$ cat config.mk
export PLATFORM = sky130hd
export DESIGN_NAME = switch_queue_vlan_entry_regs
export DESIGN_NICKNAME = d
export VERILOG_FILES = /design/src/hdl/switch_queue_vlan_entry_pkg.sv /design/src/hdl/switch_queue_vlan_entry_regs.sv
export VERILOG_INCLUDE_DIRS = /design/src /design/src/hdl
export SDC_FILE = /design/constraint.sdc
export NUM_CORES = 1
export LEC_CHECK = 0
export ABC_AREA = 1
export BUFFER_PORTS_ARGS = -buffer_cell sky130_fd_sc_hd__buf_2
export CORE_ASPECT_RATIO = 0.9
export CORE_UTILIZATION = 51
export DETAILED_ROUTE_END_ITERATION = 10
export PLACE_DENSITY = 0.8
export SETUP_SLACK_MARGIN = 0.3
export SYNTH_ARGS = -nofsm -noshare
export SYNTH_HDL_FRONTEND = slang
export SYNTH_SLANG_ARGS = --single-unit
$ cat constraint.sdc
create_clock -name CLOCK -period 2.07 [get_ports CLOCK]
set_clock_uncertainty 0.15 [all_clocks]
set_input_delay 0.1035 -clock CLOCK [delete_from_list [all_inputs] [get_ports CLOCK]]
set_output_delay 0.1035 -clock CLOCK [all_outputs]
set_load 0.01 [all_outputs]
$ cat src/hdl/switch_queue_vlan_entry_params.svh
`ifndef SWITCH_QUEUE_VLAN_ENTRY_PARAMS_SVH
`define SWITCH_QUEUE_VLAN_ENTRY_PARAMS_SVH
// register byte offsets
`define QCTL_OFF     16'h0390
`define ENTRY0_OFF   16'h0400
`define ENTRY2_OFF   16'h0408
`define ACCESS_OFF   16'h040c
// reset values
`define QCTL_RST     8'h82
// queue control fields
`define MAP_LSB      6
`define DISC_BIT     1
// staged entry fields
`define VALID_BIT    31
`define FO_BIT       27
`define PRIO_LSB     24
`define MSTI_LSB     12
`define FID_LSB      0
// access word fields
`define INDEX_LSB    0
`define ACT_LSB      16
`define START_BIT    23
`endif

$ cat src/hdl/switch_queue_vlan_entry_pkg.sv
package switch_queue_vlan_entry_pkg;

  typedef enum logic [1:0] {
    ST_IDLE = 2'b00,
    ST_REQ  = 2'b01,
    ST_WAIT = 2'b10
  } fsm_e;

  typedef enum logic [1:0] {
    ACT_NONE  = 2'b00,
    ACT_WRITE = 2'b01,
    ACT_READ  = 2'b10,
    ACT_CLEAR = 2'b11
  } act_e;

  typedef enum logic [1:0] {
    MAP_012_3 = 2'b00,
    MAP_UNUSED = 2'b01,
    MAP_01_23 = 2'b10,
    MAP_0_123 = 2'b11
  } map_e;

  typedef struct packed {
    logic [15:0] paddr;
    logic        psel;
    logic        penable;
    logic        pwrite;
    logic [31:0] pwdata;
    logic [3:0]  pstrb;
  } apb_req_s;

  typedef struct packed {
    logic [31:0] prdata;
    logic        pready;
    logic        pslverr;
  } apb_rsp_s;

  typedef struct packed {
    logic       valid;
    logic       fo;
    logic [2:0] prio;
    logic [2:0] msti;
    logic [6:0] filter_identifier;
    logic [6:0] fwd;
  } vlan_entry_s;

  typedef struct packed {
    logic [1:0]  prio;
    logic [6:0]  dest;
    logic [6:0]  member;
    logic        mirror_en;
    logic        mirrored;
    logic [47:0] dest_addr;
  } frame_in_s;

  typedef struct packed {
    logic       high_q;
    logic [6:0] fwd;
    logic       drop;
    logic [9:0] hash;
  } frame_out_s;

  typedef struct packed {
    logic        wr;
    logic        rd;
    logic        clr;
    logic [11:0] index;
    vlan_entry_s wdata;
  } tbl_req_s;

  typedef struct packed {
    logic        done;
    vlan_entry_s rdata;
  } tbl_rsp_s;

endpackage : switch_queue_vlan_entry_pkg

$ cat src/hdl/switch_queue_vlan_entry_regs.sv
// Function
// - two-bit queue map field at bits 7:6
// - map 00: only priority three high
// - map 10: priorities two, three high
// - map 11: priorities one to three high
// - discard set: confine frames to membership
// - discard clear: single-destination frames not masked by membership
// - discard clear: mirrored single-destination frame dropped
// - entry bit 31 is valid flag
// - override flag forwards to entry mask
// - override clear: forwarding from other sources
// - entry priority at bits 26:24
// - spanning tree index at bits 14:12
// - filter identifier hashed with destination address
// - entry mask applies only with override
// - twelve-bit index selects table entry
// - start bit self-clears when action completes
`timescale 1ns/100ps
`include "switch_queue_vlan_entry_params.svh"

module switch_queue_vlan_entry_regs (
  input  wire logic                                CLOCK,
  input  wire logic                                ARST_N,
  input  wire logic                                CE,
  input  wire switch_queue_vlan_entry_pkg::apb_req_s   APB_REQ,
  output      switch_queue_vlan_entry_pkg::apb_rsp_s   APB_RSP,
  input  wire switch_queue_vlan_entry_pkg::frame_in_s  FRAME_IN,
  output      switch_queue_vlan_entry_pkg::frame_out_s FRAME_OUT,
  output      switch_queue_vlan_entry_pkg::tbl_req_s   TBL_REQ,
  input  wire switch_queue_vlan_entry_pkg::tbl_rsp_s   TBL_RSP
);

  typedef struct packed {
    logic [7:0]                              qctl;
    switch_queue_vlan_entry_pkg::vlan_entry_s ent;
    logic [11:0]                             index;
    logic                                    start;
    logic [1:0]                              action;
    switch_queue_vlan_entry_pkg::fsm_e       fsm;
    switch_queue_vlan_entry_pkg::apb_rsp_s   rsp;
    switch_queue_vlan_entry_pkg::frame_out_s fout;
    switch_queue_vlan_entry_pkg::tbl_req_s   treq;
  } state_s;

  localparam state_s S_RST = '{
    qctl:    `QCTL_RST,
    fsm:     switch_queue_vlan_entry_pkg::ST_IDLE,
    default: '0
  };

  state_s s_q;
  state_s s_d;

  // byte-lane merge of a write into an old word
  function automatic logic [31:0] merge_f(input logic [31:0] old,
                                          input logic [31:0] wd,
                                          input logic [3:0]  strb);
    logic [31:0] r;
    r = old;
    for (int i = 0; i < 4; i++)
    begin
      if (strb[i])
      begin
        r[i*8 +: 8] = wd[i*8 +: 8];
      end
    end
    return r;
  endfunction : merge_f

  // staged entry word, reserved bits zero
  function automatic logic [31:0] e0_word_f(
      input switch_queue_vlan_entry_pkg::vlan_entry_s e);
    logic [31:0] v;
    v = 32'h0;
    v[`VALID_BIT] = e.valid;
    v[`FO_BIT] = e.fo;
    v[`PRIO_LSB +: 3] = e.prio;
    v[`MSTI_LSB +: 3] = e.msti;
    v[`FID_LSB +: 7] = e.filter_identifier;
    return v;
  endfunction : e0_word_f

  // priority to queue: one means high queue
  function automatic logic hi_q_f(input logic [1:0] map, input logic [1:0] prio);
    logic h;
    case (map)
      switch_queue_vlan_entry_pkg::MAP_012_3: h = (prio == 2'h3);
      switch_queue_vlan_entry_pkg::MAP_0_123: h = (prio != 2'h0);
      default:                                h = (prio >= 2'h2);
    endcase
    return h;
  endfunction : hi_q_f

  // exactly one destination port
  function automatic logic one_port_f(input logic [6:0] m);
    return (m != 7'h0) && ((m & 7'(m - 7'h1)) == 7'h0);
  endfunction : one_port_f

  // fold address and filter id into a lookup index
  function automatic logic [9:0] hash_f(input logic [6:0]  filter_identifier,
                                        input logic [47:0] da);
    return da[9:0] ^ da[19:10] ^ da[29:20] ^ da[39:30]
         ^ {2'h0, da[47:40]} ^ {3'h0, filter_identifier};
  endfunction : hash_f

  logic        acc;
  logic        wr_fire;
  logic        sel_qctl;
  logic        sel_e0;
  logic        sel_e2;
  logic        sel_acc;
  logic [31:0] acc_word;
  logic [31:0] rd_word;
  logic [31:0] w;
  logic [6:0]  base;

  // address decode and read mux
  always_comb
  begin
    sel_qctl = (APB_REQ.paddr[15:2] == 14'(`QCTL_OFF >> 2));
    sel_e0   = (APB_REQ.paddr[15:2] == 14'(`ENTRY0_OFF >> 2));
    sel_e2   = (APB_REQ.paddr[15:2] == 14'(`ENTRY2_OFF >> 2));
    sel_acc  = (APB_REQ.paddr[15:2] == 14'(`ACCESS_OFF >> 2));
    acc_word = 32'h0;
    acc_word[`INDEX_LSB +: 12] = s_q.index;
    acc_word[`ACT_LSB +: 2] = s_q.action;
    acc_word[`START_BIT] = s_q.start;
    rd_word = 32'h0;
    if (sel_qctl)
    begin
      rd_word[7:0] = s_q.qctl;
    end
    else if (sel_e0)
    begin
      rd_word = e0_word_f(s_q.ent);
    end
    else if (sel_e2)
    begin
      rd_word[6:0] = s_q.ent.fwd;
    end
    else if (sel_acc)
    begin
      rd_word = acc_word;
    end
  end

  // next state of the whole block
  always_comb
  begin
    s_d = s_q;
    w = 32'h0;
    s_d.treq.wr = 1'b0;
    s_d.treq.rd = 1'b0;
    s_d.treq.clr = 1'b0;
    acc = APB_REQ.psel && APB_REQ.penable;
    wr_fire = acc && s_q.rsp.pready && APB_REQ.pwrite && !s_q.rsp.pslverr;

    // apb answer one cycle into the access phase
    s_d.rsp.pready = acc && !s_q.rsp.pready;
    if (acc && !s_q.rsp.pready)
    begin
      s_d.rsp.pslverr = !(sel_qctl || sel_e0 || sel_e2 || sel_acc);
      s_d.rsp.prdata = APB_REQ.pwrite ? 32'h0 : rd_word;
    end

    // register writes at the completing edge
    if (wr_fire)
    begin
      if (sel_qctl)
      begin
        w = merge_f({24'h0, s_q.qctl}, APB_REQ.pwdata, APB_REQ.pstrb);
        s_d.qctl = w[7:0];
      end
      else if (sel_e0)
      begin
        w = merge_f(e0_word_f(s_q.ent), APB_REQ.pwdata, APB_REQ.pstrb);
        s_d.ent.valid = w[`VALID_BIT];
        s_d.ent.fo = w[`FO_BIT];
        s_d.ent.prio = w[`PRIO_LSB +: 3];
        s_d.ent.msti = w[`MSTI_LSB +: 3];
        s_d.ent.filter_identifier = w[`FID_LSB +: 7];
      end
      else if (sel_e2)
      begin
        w = merge_f({25'h0, s_q.ent.fwd}, APB_REQ.pwdata, APB_REQ.pstrb);
        s_d.ent.fwd = w[6:0];
      end
      else if (sel_acc && s_q.fsm == switch_queue_vlan_entry_pkg::ST_IDLE
               && !s_q.start)
      begin
        w = merge_f(acc_word, APB_REQ.pwdata, APB_REQ.pstrb);
        s_d.index = w[`INDEX_LSB +: 12];
        s_d.action = w[`ACT_LSB +: 2];
        s_d.start = w[`START_BIT];
      end
    end

    // table access sequencer
    case (s_q.fsm)
      switch_queue_vlan_entry_pkg::ST_IDLE:
      begin
        if (s_q.start)
        begin
          if (s_q.action == switch_queue_vlan_entry_pkg::ACT_NONE)
          begin
            s_d.start = 1'b0;
          end
          else
          begin
            s_d.fsm = switch_queue_vlan_entry_pkg::ST_REQ;
          end
        end
      end
      switch_queue_vlan_entry_pkg::ST_REQ:
      begin
        s_d.treq.wr = (s_q.action == switch_queue_vlan_entry_pkg::ACT_WRITE);
        s_d.treq.rd = (s_q.action == switch_queue_vlan_entry_pkg::ACT_READ);
        s_d.treq.clr = (s_q.action == switch_queue_vlan_entry_pkg::ACT_CLEAR);
        s_d.treq.index = s_q.index;
        s_d.treq.wdata = s_q.ent;
        s_d.fsm = switch_queue_vlan_entry_pkg::ST_WAIT;
      end
      switch_queue_vlan_entry_pkg::ST_WAIT:
      begin
        if (TBL_RSP.done)
        begin
          if (s_q.action == switch_queue_vlan_entry_pkg::ACT_READ)
          begin
            s_d.ent = TBL_RSP.rdata;
          end
          s_d.start = 1'b0;
          s_d.fsm = switch_queue_vlan_entry_pkg::ST_IDLE;
        end
      end
      default:
      begin
        s_d.fsm = switch_queue_vlan_entry_pkg::ST_IDLE;
      end
    endcase

    // frame path: forwarding set, drop and queue choice
    base = s_q.ent.fo ? s_q.ent.fwd : FRAME_IN.dest;
    s_d.fout.drop = 1'b0;
    if (s_q.qctl[`DISC_BIT])
    begin
      s_d.fout.fwd = base & FRAME_IN.member;
    end
    else if (one_port_f(base))
    begin
      if (FRAME_IN.mirror_en && FRAME_IN.mirrored)
      begin
        s_d.fout.fwd = 7'h0;
        s_d.fout.drop = 1'b1;
      end
      else
      begin
        s_d.fout.fwd = base;
      end
    end
    else
    begin
      s_d.fout.fwd = base & FRAME_IN.member;
    end
    s_d.fout.high_q = hi_q_f(s_q.qctl[`MAP_LSB +: 2], FRAME_IN.prio);
    s_d.fout.hash = hash_f(s_q.ent.filter_identifier, FRAME_IN.dest_addr);
  end

  // state register, frozen while the clock enable is low
  always_ff @(posedge CLOCK or negedge ARST_N)
  begin
    if (!ARST_N)
    begin
      s_q <= S_RST;
    end
    else if (CE)
    begin
      s_q <= s_d;
    end
  end

  assign APB_RSP   = s_q.rsp;
  assign FRAME_OUT = s_q.fout;
  assign TBL_REQ   = s_q.treq;
endmodule : switch_queue_vlan_entry_regs

==> results.yml <==
setup_path:
  required_ns: 2.23
  critPathKind: "reg2reg"
  slowest_stage: "dfrtp_2"
  slowest_delay_ns: 0.41
  cp_max_fo: 8
  cp_top_family: "simple AND/OR/NAND/NOR gates"
  crit_buf_inv: 1
  worstSetupEndpointType: "flop"
  cp-start-kind: "flop"
  r2r_start: "s_q[127]"
  path_cells: "buf_6 -> nand2_1 -> nand2_2 -> nand2_2 -> nor2_4 -> nor2_1 -> nor2_2 -> nand4_4 -> nand2_1 -> nand2_1 -> nand2_1 -> nand2_1"
  cp_common_cell: "nand2_1"
  crit_start: "s_q[127]"
  worstPathArrival_ns: 2.07
routing:
  drc: 0
  detail-route-antenna-nets: 0
  dr.pass1.iters: 7
  routed_wl_um: 23000
  vias_per_cell: 5.34
  drt_iter0_drc: 626
  wl_per_cell_um: 17.0
  vias: 7197
pwr:
  ir_worst_vdd_v: 0.000666
  power.leakage_nw: 5.12
  power.density_mw_per_mm2: 836
place:
  dpl.hpwl_um: 14100
  port_buffers: 216
  placed_area_sq_mm: 0.00795
  pre_cts_slack_ns: 0.0707
  place.gp.congestion: 0.856
timing:
  slew_viol_final: 0
  fin_tns_setup_ns: 0
  min_period_ns: 1.91
  fin_ws_ns: 0.164
  post-route-period-util_pct: 92.1
  fmax_mhz: 525
  relSlewSlack_pct: 52.9
  rsz0062_at_grt: "true"
  tightest_slew_ns: 0.702
  hold_violations: 0
  setup-violations-final: 0
cells_and_area:
  fin_util_pct: 73.4
  final_common_cell: "buf_2"
  num-fill-cells: 941
  register_area_sq_mm: 0.00321
  antenna_cells: 0
  final_cell_area_sq_mm: 0.00995
  multiInputGateArea_sq_mm: 0.00318
  drive_gt1_share_pct: 33.4
  nets: 1296
  synthToLayoutAreaGrowth_pct: 38.0
  layout_common_cells: "214 x buf_2, 200 x nand2_1, 124 x dfrtp_1, 87 x o21ai_0, 87 x dlygate4sd3_1"
clocking:
  cts_buffer_depth: 2
  cts_tree: "done"
  insertion_delay_ns: 0.42
  root_buffer: "clkbuf_16"
  clk_pin_slew_ns: 0.06
  cts_buffers: 17
  cts_max_level: 4
  clock-sinks: 128
synth:
  netlist-cell-type-count: 41
  ys_warn_count: 0
  yosysSeqAreaShare_pct: 44.4
  synth.cell_area_sq_mm: 0.00721
  synth_top_cell_area_share_pct: 43.7
  synth_top_cells_by_area: "dfrtp_1 44%, nand2_1 12%, buf_4 9.5%"
  syn_inst: 887
  synth_edf_count: 0
  async_flop_share_pct: 100
  synth_seq_cells: 128
  syn_avg_cell_area_sq_um: 8.13
  ys.flop_type: "dfrtp_1"
  synth_largest_area_cell: "dfrtp_1"
job:
  cap_violations: 0
die:
  floorplan.die_area_sq_mm: 0.0146
  die_h_um: 115
  start_util_pct: 53.2
  std_cell_rows: 40
  io_pins: 237
  die_w_um: 127
  design.core.area_sq_mm: 0.0136
run_status:
  status: "completed"
global_route:
  grt_max_degree: 54
  grt_pass1_wl_um: 34600
  antenna_found_initial: 0
  grt_pass1_vias: 6940
  grt_usage_pct: 31.2
  overflow: 0
min_path:
  worstHoldStart: "FRAME_IN[43]"
  hp-class: "in2reg"
## per-layer routing
| layer | share of wire, % | up-vias | global-route usage (%) |
|---|---|---|---|
| li1 | - | 3311 | - |
| met1 | 38 | 3361 | 38.4 |
| met2 | 48 | 446 | 52.6 |
| met3 | 8.7 | 79 | 6.79 |
| met4 | 4.4 | 0 | 14.8 |
| met5 | 0 | - | 0 |
## flip-flops by register name, summed over array words and instances, names as in the netlist
name and cells:
APB_RSP 25, FRAME_OUT 19, TBL_REQ 37, acc_word 15, s_q 32
## logic make-up (layout without fill, tap and decap cells)
logic type	after synthesis	in the layout	synth area share, %
flops	128	128	44.4
simple gates	334	336	19.7
mux	7	7	1.09
compound gates	175	175	14.2
buf+inv	202	465	15.6
xor+xnor	38	38	4.61
fa+ha+maj	2	2	0.347
other cells	1	9	0.0520
## synth_stat cells, types with 2 or more instances
master / n
a211oi_1: 22
a21oi_1: 14
buf_1: 2
buf_2: 6
buf_4: 91
buf_6: 2
clkbuf_1: 20
dfrtp_1: 126
dfstp_2: 2
ha_1: 2
inv_1: 79
inv_2: 2
mux2_2: 7
nand2_1: 225
nand2_2: 2
nand3_1: 30
nand4_1: 4
nand4_2: 2
nor2_1: 49
nor2_2: 3
nor3_1: 3
nor4_1: 2
o211ai_1: 7
o21ai_0: 95
o21ai_2: 8
o22ai_1: 23
o31ai_1: 3
or2_2: 7
xnor2_1: 23
xor2_1: 15
## final cells by class
class	count	area share [%]
clock buffers	17	4.28
well taps	189	2.38
flip-flops and latches	128	32.2
multi-input cells	567	32.0
repair buffers	351	24.1
repair inverters	1	0.0755
clock inverters	15	1.76
inverters	81	3.14
## timing repair
| item | 4_1_cts | 5_1_grt |
|---|---|---|
| hold buffers | 87 | 0 |
| cloned | 1 | 3 |
| endpoints found under the setup margin | 27 | 74 |
| buffers inserted | 11 | 13 |
| pin swaps | 20 | 25 |
| gates resized for setup | 34 | 58 |
| endpoints found under the hold margin | 193 | 0 |
## path summary, 6_finish.rpt
| check | to | slack (ns) | cells after the start |
|---|---|---|---|
| worst min register to register | acc_word[11] | 0.32 | 2 |
| max in group asynchronous | s_q[130] | 1.04 | 3 |
| worst max register to register | FRAME_OUT[11] | 0.16 | 12 |
| worst max-delay path | FRAME_OUT[11] | 0.16 | 12 |
| min in group asynchronous | TBL_REQ[24] | 0.06 | 2 |
| worst min-delay path | FRAME_OUT[3] | 0.02 | 6 |
## where the power goes
part | leakage [nW] | total [mW] | internal, mW | switching, mW
Sequential | 1.71 | 3.12 | 2.87 | 0.248
Clock | 0.291 | 3.05 | 1.82 | 1.24
Combinational | 3.12 | 2.15 | 0.943 | 1.21
## worst min-delay path: stages
cell     delay (ns)
buf_2          0.08
xor2_1         0.06
xnor2_1        0.13
nand2_1        0.06
nand3_1        0.07
nand2_1        0.05
## through the flow
step,power (mW),std cells,hold slack (ns)
3_5_place_dp,4.89,1202,-0.0478
5_1_grt,8.72,1349,0.0374
6_report,8.32,1349,0.0155
4_1_cts,8.20,1333,0.00793
2_1_floorplan,4.48,895,-0.342
3_3_place_gp,4.83,1202,-0.0515
(Power assumes the default switching activity.)
